<file path="config.mk">
export PLATFORM = sky130hd
export DESIGN_NAME = vqsw_switch
export DESIGN_NICKNAME = d
export VERILOG_FILES = /design/src/core/vqsw_pkg.sv /design/src/core/vqsw_fifo_if.sv /design/src/core/vqsw_fifo.sv /design/src/core/vqsw_switch.sv
export SDC_FILE = /design/constraint.sdc
export NUM_CORES = 1
export LEC_CHECK = 0
export ABC_AREA = 1
export BUFFER_PORTS_ARGS = -buffer_cell sky130_fd_sc_hd__buf_4
export CAP_MARGIN = 0
export CORE_ASPECT_RATIO = 0.5
export CORE_MARGIN = 3
export CORE_UTILIZATION = 30
export CTS_CLUSTER_SIZE = 20
export DETAILED_ROUTE_END_ITERATION = 8
export PLACE_DENSITY = 0.5
export SLEW_MARGIN = 20
export SYNTH_ARGS = -nofsm -noshare
export SYNTH_HDL_FRONTEND = slang
export SYNTH_SLANG_ARGS = --single-unit
</file>
<file path="constraint.sdc">
create_clock -name ref_clk_in -period 3.1 [get_ports ref_clk_in]
set_input_delay 0.62 -clock ref_clk_in [delete_from_list [all_inputs] [get_ports ref_clk_in]]
set_output_delay 0.62 -clock ref_clk_in [all_outputs]
set_load 0.01 [all_outputs]
</file>
<file path="src/core/vqsw_pkg.sv">
// Shared constants and types for the descriptor-switching datapath.
package vqsw_pkg;
    localparam int VQSW_PORTS = 8;
    localparam int VQSW_PORT_W = 3;
    localparam int VQSW_ADDR_W = 5;
    localparam int VQSW_CHIP_W = 2;
    localparam int VQSW_MIN_SOP_BYTES = 64;
    localparam int VQSW_MAX_SOP_BYTES = 384;
    localparam int VQSW_LEN_W = 9;
    localparam int VQSW_FIFO_DEPTH = 32;
    localparam logic [VQSW_CHIP_W-1:0] VQSW_LOCAL_CHIP_RST = 2'h0;
    localparam logic [7:0] VQSW_REFCNT_RST = 8'h00;
    typedef logic [VQSW_PORTS-1:0] vqsw_pmask_t;
    typedef struct packed {
        logic [VQSW_ADDR_W-1:0] addr;
        logic [VQSW_PORT_W-1:0] dest;
        logic mcast;
    } vqsw_desc_t;
    localparam int VQSW_DESC_W = VQSW_ADDR_W + VQSW_PORT_W + 1;
endpackage

</file>
<file path="src/core/vqsw_fifo_if.sv">
// Valid/ready carrier between the switch core and its descriptor queue.
`timescale 1ns/1ps
interface vqsw_fifo_if #(parameter int WIDTH = 9);
    logic in_valid;
    logic in_ready;
    logic [WIDTH-1:0] in_data;
    logic out_valid;
    logic out_ready;
    logic [WIDTH-1:0] out_data;
    modport fifo (input in_valid, in_data, out_ready, output in_ready, out_valid, out_data);
    modport user (output in_valid, in_data, out_ready, input in_ready, out_valid, out_data);
endinterface

</file>
<file path="src/core/vqsw_fifo.sv">
// Parameterised first-in first-out queue with registered read data.
`timescale 1ns/1ps
module vqsw_fifo #(
    parameter int WIDTH = 9,
    parameter int DEPTH = 32
) (
    input wire logic ref_clk_in,
    input wire logic resetn_in,
    vqsw_fifo_if.fifo q
);
    localparam int AW = $clog2(DEPTH);
    logic [WIDTH-1:0] mem [DEPTH];
    logic [AW-1:0] wr_q;
    logic [AW-1:0] rd_q;
    logic [AW:0] cnt_q;
    logic [WIDTH-1:0] dout_q;
    logic dval_q;
    wire push = q.in_valid && q.in_ready;
    wire mem_has = (cnt_q != '0);
    wire take = q.out_ready || !dval_q;
    wire pop = mem_has && take;
    assign q.in_ready = (cnt_q != (AW+1)'(DEPTH));
    assign q.out_valid = dval_q;
    assign q.out_data = dout_q;
    always_ff @(posedge ref_clk_in) begin
        if (push) begin
            mem[wr_q] <= q.in_data;
        end
    end
    always_ff @(posedge ref_clk_in or negedge resetn_in) begin
        if (!resetn_in) begin
            wr_q <= '0;
            rd_q <= '0;
            cnt_q <= '0;
            dout_q <= '0;
            dval_q <= 1'b0;
        end else begin
            if (push) begin
                wr_q <= wr_q + 1'b1;
            end
            if (pop) begin
                rd_q <= rd_q + 1'b1;
                dout_q <= mem[rd_q];
            end
            if (take) begin
                dval_q <= mem_has;
            end
            cnt_q <= cnt_q + (AW+1)'(push) - (AW+1)'(pop);
        end
    end
endmodule // vqsw_fifo

</file>
<file path="src/core/vqsw_switch.sv">
// Descriptor switch: classify, buffer, queue in one shared queue, credit and transmit.
// Contract
// - Start fragment of 64 to 384 bytes goes to ingress header processor.
// - Other fragments bypass the processor into the shared packet buffer.
// - Storing a packet creates exactly one packet descriptor for it.
// - Unicast descriptors enqueue into the queue of their destination port; here all ports share one queue.
// - Scheduler requests credit from destination output queue before forwarding.
// - A descriptor leaves its queue only after credit is granted.
// - Crossbar writes each unicast descriptor into its destination output queue.
// - Output queue schedules descriptors; buffer reads packet to egress processor.
// - Egress processor edits only start-of-packet elements before transmit.
// - Remote credit requests travel through fabric slice to remote output queue.
// - After remote grant, descriptor goes through fabric crossbar to remote queue.
// - Ingress replicator makes copies, each copy one enqueue.
// - Replicated copies go into queues of their own destination ports.
// - Multicast from crossbar goes to egress replicator, copies to output queues; here there is no egress replicator, multicast is copied at ingress only.
// - Each port maps to one of four chips and one of two slices.
`timescale 1ns/1ps
module vqsw_switch #(
    parameter int PORTS = vqsw_pkg::VQSW_PORTS,
    parameter int DEPTH = vqsw_pkg::VQSW_FIFO_DEPTH
) (
    input wire logic ref_clk_in,
    input wire logic resetn_in,
    input wire logic frag_valid_in,
    input wire logic frag_sop_in,
    input wire logic [vqsw_pkg::VQSW_LEN_W-1:0] frag_len_in,
    input wire logic [7:0] frag_hdr_in,
    input wire logic frag_mcast_in,
    input wire vqsw_pkg::vqsw_pmask_t frag_mcast_mask_in,
    output logic frag_ready_out,
    output logic frag_drop_out,
    input wire logic [vqsw_pkg::VQSW_PORT_W-1:0] proc_dest_in,
    output logic [7:0] proc_hdr_out,
    output logic proc_valid_out,
    output logic [vqsw_pkg::VQSW_PORT_W-1:0] credit_req_port_out,
    output logic credit_req_valid_out,
    output logic credit_req_remote_out,
    output logic [vqsw_pkg::VQSW_CHIP_W-1:0] credit_req_chip_out,
    input wire logic credit_grant_in,
    output logic fabric_desc_valid_out,
    output vqsw_pkg::vqsw_desc_t fabric_desc_out,
    input wire logic fabric_desc_valid_in,
    input wire vqsw_pkg::vqsw_desc_t fabric_desc_in,
    input wire logic [vqsw_pkg::VQSW_CHIP_W-1:0] local_chip_in,
    input wire logic [vqsw_pkg::VQSW_CHIP_W*vqsw_pkg::VQSW_PORTS-1:0] port_chip_map_in,
    input wire vqsw_pkg::vqsw_pmask_t port_slice_map_in,
    output logic tx_valid_out,
    output logic [vqsw_pkg::VQSW_PORT_W-1:0] tx_port_out,
    output logic [vqsw_pkg::VQSW_ADDR_W-1:0] tx_addr_out,
    output logic tx_slice_out,
    output logic tx_edit_sop_out
);
    import vqsw_pkg::*;

    function automatic logic [VQSW_CHIP_W-1:0] chip_of(input logic [VQSW_PORT_W-1:0] p,
            input logic [VQSW_CHIP_W*VQSW_PORTS-1:0] m);
        chip_of = m[p*VQSW_CHIP_W +: VQSW_CHIP_W];
    endfunction

    // Ingress: the start fragment is size-checked and handed to the header processor.
    wire sop_ok = (frag_len_in >= VQSW_LEN_W'(VQSW_MIN_SOP_BYTES))
        && (frag_len_in <= VQSW_LEN_W'(VQSW_MAX_SOP_BYTES));
    logic [VQSW_ADDR_W-1:0] wr_addr_q;
    logic [7:0] refcnt_q [2**VQSW_ADDR_W];
    wire [VQSW_ADDR_W-1:0] next_addr = wr_addr_q + 1'b1;
    wire buf_free = (refcnt_q[wr_addr_q] == VQSW_REFCNT_RST);
    logic proc_valid_q;
    logic [7:0] proc_hdr_q;
    logic drop_q;
    assign proc_valid_out = proc_valid_q;
    assign proc_hdr_out = proc_hdr_q;
    assign frag_drop_out = drop_q;

    // Descriptor queue (shared virtual output queue, kept in arrival order).
    vqsw_fifo_if #(.WIDTH(VQSW_DESC_W)) voq ();
    vqsw_fifo #(.WIDTH(VQSW_DESC_W), .DEPTH(DEPTH)) u_voq (
        .ref_clk_in(ref_clk_in),
        .resetn_in(resetn_in),
        .q(voq.fifo)
    );

    // Ingress replication walks the multicast mask one port per cycle.
    vqsw_pmask_t rep_mask_q;
    logic [VQSW_ADDR_W-1:0] rep_addr_q;
    logic [VQSW_PORT_W-1:0] rep_port;
    always_comb begin
        rep_port = '0;
        for (int i = PORTS - 1; i >= 0; i--) begin
            if (rep_mask_q[i]) begin
                rep_port = VQSW_PORT_W'(i);
            end
        end
    end
    wire rep_busy = (rep_mask_q != '0);
    wire uni_new = frag_valid_in && frag_sop_in && sop_ok && !frag_mcast_in && !rep_busy;
    wire mc_new = frag_valid_in && frag_sop_in && sop_ok && frag_mcast_in && !rep_busy
        && (frag_mcast_mask_in != '0);
    wire new_pkt = (uni_new || mc_new) && buf_free;
    // Ready only when the start fragment can be stored and queued this cycle.
    wire accept = frag_valid_in && (!frag_sop_in || !sop_ok || (new_pkt && voq.in_ready));
    assign frag_ready_out = !rep_busy && voq.in_ready && buf_free;

    vqsw_desc_t enq_desc;
    assign enq_desc.addr = rep_busy ? rep_addr_q : wr_addr_q;
    assign enq_desc.dest = rep_busy ? rep_port : proc_dest_in;
    assign enq_desc.mcast = 1'b0;
    assign voq.in_valid = rep_busy || (uni_new && buf_free);
    assign voq.in_data = enq_desc;
    wire enq_fire = voq.in_valid && voq.in_ready;
    wire [7:0] mc_copies = 8'($countones(frag_mcast_mask_in));

    // Credit handshake: one outstanding request for the head descriptor.
    vqsw_desc_t head;
    assign head = voq.out_data;
    wire head_remote = (chip_of(head.dest, port_chip_map_in) != local_chip_in);
    logic req_q;
    wire grant = req_q && credit_grant_in;
    assign voq.out_ready = grant;
    assign credit_req_valid_out = req_q;

    // Egress side: local crossbar or fabric input writes the output queue.
    logic oq_valid_q;
    vqsw_desc_t oq_q;
    wire local_xbar = grant && !head_remote;
    wire fab_in = fabric_desc_valid_in && !local_xbar;
    logic fab_pend_q;
    vqsw_desc_t fab_hold_q;
    wire xbar_valid = local_xbar || fab_in || fab_pend_q;
    vqsw_desc_t xbar_desc;
    assign xbar_desc = local_xbar ? head : (fab_pend_q ? fab_hold_q : fabric_desc_in);
    // Local copies free their slot on transmit, remote copies when handed to the fabric.
    // Descriptors that arrive from the fabric point into another chip's buffer, so they
    // must never touch the local counts.
    logic oq_loc_q;
    logic tx_loc_q;
    wire rel_tx = tx_valid_out && tx_loc_q;
    wire rel_fab = fabric_desc_valid_out;

    always_ff @(posedge ref_clk_in or negedge resetn_in) begin
        if (!resetn_in) begin
            wr_addr_q <= '0;
            proc_valid_q <= 1'b0;
            proc_hdr_q <= '0;
            drop_q <= 1'b0;
            rep_mask_q <= '0;
            rep_addr_q <= '0;
            for (int i = 0; i < 2**VQSW_ADDR_W; i++) begin
                refcnt_q[i] <= VQSW_REFCNT_RST;
            end
        end else begin
            proc_valid_q <= accept && frag_sop_in && sop_ok;
            proc_hdr_q <= (accept && frag_sop_in) ? frag_hdr_in : proc_hdr_q;
            drop_q <= frag_valid_in && frag_sop_in && !sop_ok;
            if (rep_busy && voq.in_ready) begin
                rep_mask_q <= rep_mask_q & ~(vqsw_pmask_t'(1) << rep_port);
            end
            if (new_pkt && voq.in_ready) begin
                wr_addr_q <= next_addr;
                if (mc_new) begin
                    rep_mask_q <= frag_mcast_mask_in;
                    rep_addr_q <= wr_addr_q;
                end
            end
            // Reference counts: one per queued copy, released on local transmit or fabric
            // hand-off; a take on the same slot wins over its release.
            for (int i = 0; i < 2**VQSW_ADDR_W; i++) begin
                if (new_pkt && voq.in_ready && wr_addr_q == VQSW_ADDR_W'(i)) begin
                    refcnt_q[i] <= mc_new ? mc_copies : 8'h01;
                end else begin
                    refcnt_q[i] <= refcnt_q[i]
                        - 8'(rel_tx && tx_addr_out == VQSW_ADDR_W'(i))
                        - 8'(rel_fab && fabric_desc_out.addr == VQSW_ADDR_W'(i));
                end
            end
        end
    end
    // Non-start fragments are stored directly at the current packet's slot.
    // The payload itself lives outside; only ownership is tracked here.

    always_ff @(posedge ref_clk_in or negedge resetn_in) begin
        if (!resetn_in) begin
            req_q <= 1'b0;
            credit_req_port_out <= '0;
            credit_req_remote_out <= 1'b0;
            credit_req_chip_out <= VQSW_LOCAL_CHIP_RST;
        end else begin
            req_q <= voq.out_valid && !grant;
            credit_req_port_out <= head.dest;
            credit_req_remote_out <= head_remote;
            credit_req_chip_out <= chip_of(head.dest, port_chip_map_in);
        end
    end

    always_ff @(posedge ref_clk_in or negedge resetn_in) begin
        if (!resetn_in) begin
            fabric_desc_valid_out <= 1'b0;
            fabric_desc_out <= '0;
            fab_pend_q <= 1'b0;
            fab_hold_q <= '0;
            oq_valid_q <= 1'b0;
            oq_q <= '0;
            oq_loc_q <= 1'b0;
        end else begin
            oq_loc_q <= local_xbar;
            fabric_desc_valid_out <= grant && head_remote;
            fabric_desc_out <= head;
            fab_pend_q <= fabric_desc_valid_in && local_xbar;
            fab_hold_q <= fabric_desc_in;
            oq_valid_q <= xbar_valid;
            oq_q <= xbar_desc;
        end
    end

    // Output queue schedules to the buffer read; egress edits start elements only.
    always_ff @(posedge ref_clk_in or negedge resetn_in) begin
        if (!resetn_in) begin
            tx_valid_out <= 1'b0;
            tx_port_out <= '0;
            tx_addr_out <= '0;
            tx_slice_out <= 1'b0;
            tx_edit_sop_out <= 1'b0;
            tx_loc_q <= 1'b0;
        end else begin
            tx_loc_q <= oq_loc_q;
            tx_valid_out <= oq_valid_q;
            tx_port_out <= oq_q.dest;
            tx_addr_out <= oq_q.addr;
            tx_slice_out <= port_slice_map_in[oq_q.dest];
            tx_edit_sop_out <= oq_valid_q;
        end
    end
endmodule // vqsw_switch

</file>
* Yosys cells after proc, flatten, opt, wreduce, memory -nomap -nowiden *
Memory sizes are Yosys's and may differ from the RTL's. A register that Yosys moved wholly into a read port is not among the register bits.
Index checks and enable logic that the tools add are counted.

cells by class
  shift operators = 2
  equality and inequality tests = 95
  reductions and logical operators = 147
  multiplexer cells = 55
  add/subtract/negate cells = 76
  bitwise logic cells = 3
  $lt $le $gt $ge = 4

operators with widths
  cell                   number
  $sub A8 B1 Y8          64
  $mux W8                37
  $eq A5 B5 Y1 const B   48
  $logic_and A1 B1 Y1    123
  $eq A5 B4 Y1 const B   24
  $eq A5 B3 Y1 const B   12
  $bmux W8 S5            1
  $eq A5 B2 Y1 const B   6
  $mux W3                9
  $mux W9                2
  $reduce_bool A8 Y1     2
  $shiftx A16 B5 Y2      1
  $add A5 B1 Y5 const B  3
  $eq A5 B1 Y1 const B   3
  $logic_not A5 Y1       3
  $ge A9 B7 Y1 const B   1
  $le A9 B9 Y1 const B   1
  $logic_not A1 Y1       9
  $add A1 B1 Y2          4
  $and A8 B8 Y8          1
  $logic_not A8 Y1       1
  $not A8 Y8             1
  $shl A1 B3 Y8 const A  1
  $logic_or A1 B1 Y1     7
  other kinds (15)       18

word-level totals
  register bits after elaboration = 355
  memories = 1
  output and inout bits = 39
  RAM bits = 256
  logic and storage cells = 446

memories
  name       words  width  rd ports  clocked after Yosys merged registers in  write ports  RTL line         source
  u_voq.mem  32     8      1         1                                        1            vqsw_fifo.sv:12  logic [WIDTH-1:0] mem [DEPTH];

* Depth between registers and ports, before layout *
Gate-level depths: netlist of run 1.

  word-level depth = 14
  depth in mapped cells = 20

* Hierarchy *
A second synthesis of run 1 with hierarchy kept.

unflattened totals
  cells, all modules = 4084
  area, all modules = 34943.5 µm²

by module, submodules not included
  module       area each (µm²)  cells an instance  instances  seq. area each (µm²)
  vqsw_switch  21563.2          2821               1          8207.9
  vqsw_fifo    13380.3          1263               1          9298.9

* Worst setup path after synthesis of run 1 *
OpenSTA, ideal clock, no wires.

  kind = input to register
  from = in frag_mcast_mask_in[0]
  to = reg refcnt_q[249] (netlist name)
  required time = 3034 ps
  arrival time = 3552 ps
  stages = 12
  slack = -517 ps
  buffers on the path = 1
  path through = fa_1 -> inv_1 -> fa_1 -> fa_1 -> inv_1 -> ha_1 -> fa_1 -> inv_1 -> nor2_1 -> clkbuf_1 -> nand4_1 -> nand2_1

on the way
  word-level cells in the longest chain between the ends = 7
  elaborated cells on any way between the ends = 11
  classes of those cells = 3 x add/sub; 2 x mux; 6 x reduce/logical

RTL lines
  element                                                                RTL line            source
  start: declaration                                                     vqsw_switch.sv:30   input wire vqsw_pkg::vqsw_pmask_t frag_mcast_mask_in,
  parallel branches: the longest is 6 deep, another holds $add A3 B3 Y4  -
  $mux W8 *                                                              vqsw_switch.sv:168  if (new_pkt && voq.in_ready && wr_addr_q == VQSW_ADDR_W'(i)) begin
  end signal: indexed assignment                                         vqsw_switch.sv:169  refcnt_q[i] <= mc_new ? mc_copies : 8'h01;
  end signal: indexed assignment                                         vqsw_switch.sv:171  refcnt_q[i] <= refcnt_q[i]
  end: declaration                                                       vqsw_switch.sv:65   logic [7:0] refcnt_q [2**VQSW_ADDR_W];

Mark *: on every way between the ends.
A chain may end at the register's enable or synchronous reset.

* Worst setup path after layout of run 1 *
  from = reg wr_addr_q[0]
  to = out frag_ready_out

on the way
  word-level cells in the longest chain between the ends = 6

RTL lines
  element                                      RTL line            source
  start: declaration                           vqsw_switch.sv:64   logic [VQSW_ADDR_W-1:0] wr_addr_q;
  start signal: assignment                     vqsw_switch.sv:159  wr_addr_q <= next_addr;
  $not A5 Y6 (implied by the code)             vqsw_switch.sv:67   wire buf_free = (refcnt_q[wr_addr_q] == VQSW_REFCNT_RST);
  $bmux W8 S5                                  vqsw_switch.sv:67
  $mux W8 (implied by the code) (2 in series)  vqsw_switch.sv:67
  $logic_not A8 Y1                             vqsw_switch.sv:67
  $logic_and A1 B1 Y1                          vqsw_switch.sv:102  assign frag_ready_out = !rep_busy && voq.in_ready && buf_free;
  end: declaration                             vqsw_switch.sv:31   output logic frag_ready_out,

No other way between the ends. The select of a mux whose other input is x is not followed.

==> flow_summary.toml, run 1 <==
[setup_path]
cp_common_cell = "nand2_4"
cp-end-kind = "output port"
crit_family = "simple AND/OR/NAND/NOR gates"
crit_chain = "inv_4 > buf_12 > buf_12 > nand2_4 > nand3_2 > nand2_1 > nand2_2 > nand2_1 > nor2_4 > nand2_2 > nor2_2 > nand3_2 > nand2_4 > nand2_4 > nor2_4 > buf_6"
worstPathArrival_ns = 2.86
cp.buffers_inverters = 4
crit_start = "wr_addr_q[0]$_DFFE_PN0N_"
required_ns = 2.48
critPathKind = "register to output port"
crit_fanout = 7
slowest_delay_ns = 0.58
rr_startpoint = "wr_addr_q[0]$_DFFE_PN0N_"
cp-start-kind = "register"
cpMaxStageDelayCell = "dfrtp_4"

[run_status]
violations = "negative setup slack"
status = "finished, violations left"

[clock_network]
clk_pin_slew_ns = 0.06
cts_sinks = 608
root_buffer = "clkbuf_16"
clk_latency_ns = 0.66
numCtsBuffers = 66
h-tree-depth = 3
cts_buffer_depth = 3
cts_tree = "done"

[timing]
finalCriticalPeriod_ns = 3.483
setup_viol = 19
finalHoldViolCount = 0
worst_pin_slew_ns = 0.9602
rsz0062_at_grt = "yes"
fmax_ghz = 0.2871
finalMaxSlewViolations = 0
finalSetupTns_ns = -1.081
period_share = 1.124
finClkSkew_ns = 0.03160
final.setup.worst_slack_ns = -0.3829
relSlewSlack = 0.3574
hold_slack_ns = 0.09524

[power]
leakagePower_nw = 18.89
power_density_nw_per_um2 = 1046
peakVddDrop_mv = 0.5999
total_power_w = 0.04180

[logic_synthesis]
synth_seq_cells = 608
synth_edf_count = 256
synth_top_area_share = 0.2681
postSynth.asyncResetShare = 0.5789
synth_fa_ha_area_frac = 0.06825
synthCells = 3664
syn-num-nets = 3891
yosys_warnings = 0
synth-seq-area-share = 0.5021
synth_xor_area_frac = 0.06372
syn_area_per_cell_um2 = 8.966
synth_top_family_by_area = "simple AND/OR/NAND/NOR gates"
synth.distinct_cells = 44
syn_area_um2 = 32850
ys.flop_type = "dfrtp_1"
yosys.area_share.simple = 0.2331
synth_top_area_cell = "dfrtp_1"
yosys-top-cells-area = "dfrtp_1 27%, edfxtp_1 23%, nand2_1 9.7%"
synth_compound_area_frac = 0.05443
synth.mux.area_fraction = 0.0003428

[floorplan]
die_area_um2 = 113800
start_util = 0.3040
die_w_um = 474.0
core.rowCount = 85
fp.dieH_um = 240.0
ios = 109
core_region_area_um2 = 108100

[global_routing]
top_usage_layer = "met2"
grt-ovfl-total = 0
grt_start_max_net_pins = 114
track_usage = 0.1692
antenna_found_initial = 1
grt.met1_usage = 0.2278
grt_pass1_wl_mm = 150.3
grt_pass1_vias = 25700
use_met2 = 0.2834
met3_usage = 0.02833

[placement]
dp.cells = 5255
gp_congestion = 0.8394
place_ws_ns = -0.8021
portBuffers = 106
hpwl_mm = 65.57

[cells_and_area]
instances_no_fill = 5403
num_antenna_cells = 0
fin_nets = 4143
areaGrowthSynthToFinish_pct = 21.64
drive_gt1_frac = 0.1502

[drt]
dr_total_vias = 25640
drt_iter0_drc = 1825
route.detailed.drc = 0
ant_nets = 0
wl_mm = 97.60
wl_per_cell_um = 18.06
via_per_inst = 4.745
drt_pass1_iterations = 5

[flow_run]
drv_cap = 0

[hold_path]
hp-start = "fabric_desc_in[7]"
hold_class = "input pin to register"
cell families (layout without fill, tap and decap cells):
logic type / Yosys count / in the layout
XOR/XNOR: 239 / 239
flip-flops: 608 / 608
AND/OR/NAND/NOR: 1710 / 1710
adder cells (fa/ha/maj): 157 / 157
buffers and inverters: 636 / 940
AO/OA/AOI/OAI: 312 / 312
other: 1 / 1
multiplexers: 1 / 1
cell usage in the layout, fill, tap and decap left out, types with 70 or more instances in the layout:
master,Yosys,final
nand2_1,845,820
nand4_1,167,167
xor2_1,191,191
dfrtp_1,352,346
nand3_1,197,192
o21ai_0,193,183
clkbuf_16,0,70
inv_1,469,465
edfxtp_1,256,256
ha_1,120,118
buf_4,19,247
nor2_1,372,323
through the flow:
stage / cell area, um^2 / util
after floorplan: 32900 / -
after global placement: 36760 / 0.3402
after detailed placement: 36760 / 0.3402
after CTS: 39350 / 0.3642
after global routing: 39960 / 0.3698
final: 39960 / 0.3698
worst register-to-register path, cell delays in order, from the launching register on:
cell and delay [ns]:
dfrtp_4 0.56, inv_4 0.09, buf_4 0.14, buf_4 0.12
buf_4 0.13, nand3_1 0.07, nand3_1 0.12, nand2_2 0.12
nand2_1 0.11, nand3_1 0.13, nor2_2 0.06, nand2_2 0.10
nand2_4 0.09, buf_4 0.17, nand3_4 0.09, nand2_8 0.10
ha_4 0.19, fa_2 0.35, a21oi_2 0.15, o21ai_2 0.07
xor2_1 0.14
routing by layer:
metal  vias up  share of wire
met5         -              0
met4         0          0.022
met3       123          0.042
met2       467           0.48
met1     12580           0.46
li1      12470              -
power breakdown:
group | total (W) | internal [W] | switching [W]
sequential | 0.0139 | 0.0122 | 0.00175
combinational | 0.0197 | 0.00686 | 0.0128
clock | 0.00817 | 0.00458 | 0.00359
total | 0.0418 | 0.0236 | 0.0182
registers in the layout (all words and copies together), names as in the netlist, 2 cells and up:
register	count
refcnt_q	256
u_voq.mem	256
fab_hold_q	8
fabric_desc_out	8
oq_q	8
proc_hdr_out	8
rep_mask_q	8
u_voq.q.out_data	8
u_voq.cnt_q	6
rep_addr_q	5
tx_addr_out	5
u_voq.rd_q	5
u_voq.wr_q	5
wr_addr_q	5
tx_port_out	3
credit_req_chip_out	2
path summary, 6_finish.rpt:
path / slack, ns / to / depth (start not counted)
min: 0.1 / fab_hold_q[7]$_DFF_PN0_ / 1
max: -0.38 / frag_ready_out / 16
max in group asynchronous: 1.61 / rep_mask_q[1]$_DFF_PN0_ / 4
max reg2reg: -0.09 / u_voq.cnt_q[4]$_DFF_PN0_ / 20
min in group asynchronous: 0.54 / refcnt_q[108]$_DFF_PN0_ / 2
min reg2reg: 0.33 / tx_addr_out[1]$_DFF_PN0_ / 0
repair_timing:
action / CTS / global route
hold buffers: 1 / 0
pin swaps: 24 / 37
resized for setup: 42 / 147
hold endpoints to repair: 63 / 0
endpoints found under the setup margin: 359 / 483
gates cloned: 3 / 4
setup buffers: 16 / 6
synthesized netlist by cell type (all sizes together), types with 2 or more instances:
library cell  instances
nand2               848
inv                 472
nor2                372
dfrtp               352
edfxtp              256
o21ai               203
nand3               200
xor2                191
nand4               187
ha                  120
clkbuf               85
nor3                 81
buf                  71
xnor2                48
o22ai                42
fa                   37
o221ai               24
o211ai               21
nand3b               15
a21oi                12
clkinv                8
nor3b                 4
a31oi                 3
o31ai                 3
o32ai                 2
or2                   2
final cells by class:
type                            count  area [um^2]
Sequential cell                   608        16510
Multi-Input combinational cell   2420        14280
Fill cell                       10890        68090
Inverter                          480         1824
Tap cell                         1435         1795
Clock inverter                     36        370.4
Clock buffer                       84         1829
Timing Repair Buffer              340         3351
No activity file was read; power rests on OpenSTA's default activity.
==> run 2: changes to the inputs <==
--- a/config.mk
+++ b/config.mk
@@ -11,9 +11,10 @@
 export CORE_ASPECT_RATIO = 0.5
 export CORE_MARGIN = 3
 export CORE_UTILIZATION = 30
+export CTS_CLUSTER_DIAMETER = 80
 export CTS_CLUSTER_SIZE = 20
 export DETAILED_ROUTE_END_ITERATION = 8
-export PLACE_DENSITY = 0.5
+export PLACE_DENSITY = 0.52
 export SLEW_MARGIN = 20
 export SYNTH_ARGS = -nofsm -noshare
 export SYNTH_HDL_FRONTEND = slang
==> run 2 against run 1 <==
The flow finishes with violations (negative hold slack, negative setup slack); hold slack lost 0.096 ns; via count is essentially flat; global-route usage shrank 0.19 points; first-iteration DRC count grew 15%; total power shrank 6.6%; non-clock buffer count shrank 45; cell count shrank 1.9%; core utilization shrank 1.3 points; wire length shrank 1.0%; count of clock-buffer cells in the layout shrank 32; setup slack gained 0.098 ns.
==> flow_summary.toml, run 2 (synthesis results as in run 1) <==
[setup_path]
cp-start-kind = "register"
crit_fanout = 6
cp-end-kind = "output port"
required_ns = 2.48
critPathKind = "register to output port"
ff2ff_path_depth = 22
worstPathArrival_ns = 2.77

[clock_network]
numCtsBuffers = 38
cts_hold_buf = 0
clk_pin_slew_ns = 0.09
cts_buffer_depth = 3
cts_sinks = 608
cts_tree = "done"
h-tree-depth = 2
root_buffer = "clkbuf_16"
clk_latency_ns = 0.64

[timing]
period_share = 1.092
relSlewSlack = 0.3415
setup_viol = 83
finalMaxSlewViolations = 0
worst_pin_slew_ns = 0.9841
rsz0062_at_grt = "yes"
fmax_ghz = 0.2954
hold_slack_ns = -0.0007526
finalCriticalPeriod_ns = 3.385
finalSetupTns_ns = -2.016
final.setup.worst_slack_ns = -0.2853
finClkSkew_ns = 0.04994
finalHoldViolCount = 1

[global_routing]
grt_pass1_vias = 25020
grt_start_max_net_pins = 98
track_usage = 0.1673
antenna_found_initial = 1
grt_pass1_wl_mm = 148.3
grt-ovfl-total = 0

[floorplan]
core.rowCount = 85
start_util = 0.3040
fp.dieH_um = 240.0
ios = 109
core_region_area_um2 = 108100
die_area_um2 = 113800
die_w_um = 474.0

[flow_run]
drv_cap = 0

[cells_and_area]
layout_common_cells = "830 x nand2_1, 465 x inv_1, 348 x dfrtp_1"
top_regs = "refcnt_q (256), u_voq.mem (256)"
fin_nets = 4070
layout_commonest_cell = "nand2_1"
drive_gt1_frac = 0.1241
num_antenna_cells = 0
areaGrowthSynthToFinish_pct = 17.47
fill_cells = 10970

[drt]
wl_per_cell_um = 18.22
drt_iter0_drc = 2107
route.detailed.drc = 0
wl_mm = 96.59
dr_total_vias = 25620
drt_pass1_iterations = 5
ant_nets = 0
via_per_inst = 4.832

[run_status]
violations = "negative hold slack, negative setup slack"
status = "finished, violations left"

[placement]
portBuffers = 106
place_ws_ns = -0.7981
hpwl_mm = 63.57
gp_congestion = 0.8610

[power]
peakVddDrop_mv = 0.7277
leakagePower_nw = 18.12
power_density_nw_per_um2 = 1012

[hold_path]
hold_class = "input pin to async pin"
## run 2: cell count changes in the layout (fill, tap and decap cells not counted), moves of 5 or more
cell	before	now
buf_4	247	207
nor3_2	13	4
clkbuf_16	70	40
clkinv_1	14	8
nor3_1	68	77
clkbuf_1	7	14
nand2_2	23	14
nor2_2	32	27
buf_6	44	31
nand2_1	820	830
buf_8	4	12
clkbuf_8	11	0
clkinv_2	15	3
## run 2: report_power, final
| group | total (W) | switching [W] | internal, W |
|---|---|---|---|
| Clock | 0.00550 | 0.00298 | 0.00251 |
| Combinational | 0.0196 | 0.0128 | 0.00677 |
| Sequential | 0.0139 | 0.00181 | 0.0121 |
| Total | 0.0391 | 0.0176 | 0.0214 |
## run 2: final timing paths
check	from	to	slack [ns]
min in group ref_clk_in	fabric_desc_in[5]	fab_hold_q[5]$_DFF_PN0_	0.10
hold reg to reg	oq_loc_q$_DFF_PN0_	tx_loc_q$_DFF_PN0_	0.36
setup / recovery	wr_addr_q[0]$_DFFE_PN0N_	frag_ready_out	-0.29
setup reg to reg	wr_addr_q[0]$_DFFE_PN0N_	u_voq.cnt_q[4]$_DFF_PN0_	-0.13
max in group asynchronous	resetn_in	wr_addr_q[0]$_DFFE_PN0N_	2.11
hold / removal	resetn_in	refcnt_q[238]$_DFF_PN0_	-0.0008
## run 2: cell type report
cell class / count / area (um^2) / area share
well taps: 1435 / 1795 / 0.04653
inverters: 480 / 1827 / 0.04734
clock buffers: 52 / 1003 / 0.02600
clock inverters: 12 / 173.9 / 0.004507
flip-flops and latches: 608 / 16510 / 0.4277
repair buffers: 295 / 3047 / 0.07895
multi-input cells: 2420 / 14240 / 0.3689
## run 2: what timing repair did
action / 4_1_cts / 5_1_grt
pin swaps: 26 / 12
setup endpoints to repair: 116 / 480
gates resized for setup: 70 / 122
gates cloned: 8 / 2
setup buffers: 18 / 2
## run 2: per-stage QoR
step	area [um^2]	utilization	total power (W)	hold WS (ns)	cells
after detailed placement	36350	0.3364	0.03195	0.3411	5212
after global placement	36350	0.3364	0.03166	0.3314	5212
final	38590	0.3571	0.03905	-0.0007526	5302
after global routing	38590	0.3571	0.04189	0.05715	5302
after floorplan	32900	-	0.02483	0.3244	3664
after CTS	38180	0.3533	0.03870	0.05150	5301
## run 2: worst max-delay path, stage by stage, from the launching register on
cell,delay [ns]
dfrtp_4,0.58
buf_12,0.19
buf_16,0.15
o211ai_1,0.28
a21boi_2,0.13
nor2_1,0.13
nand2_1,0.08
nor2_2,0.12
nand2_2,0.10
nand2_4,0.12
nand2_4,0.06
nor2_4,0.10
buf_6,0.12
## run 2: routing by layer
metal / up-vias / part of all wire / global-route usage
li1: 12270 / - / -
met1: 12570 / 0.45 / 0.2277
met2: 626 / 0.47 / 0.2744
met3: 148 / 0.051 / 0.02409
met4: 2 / 0.034 / 0.05557
met5: - / 0.00021 / 0
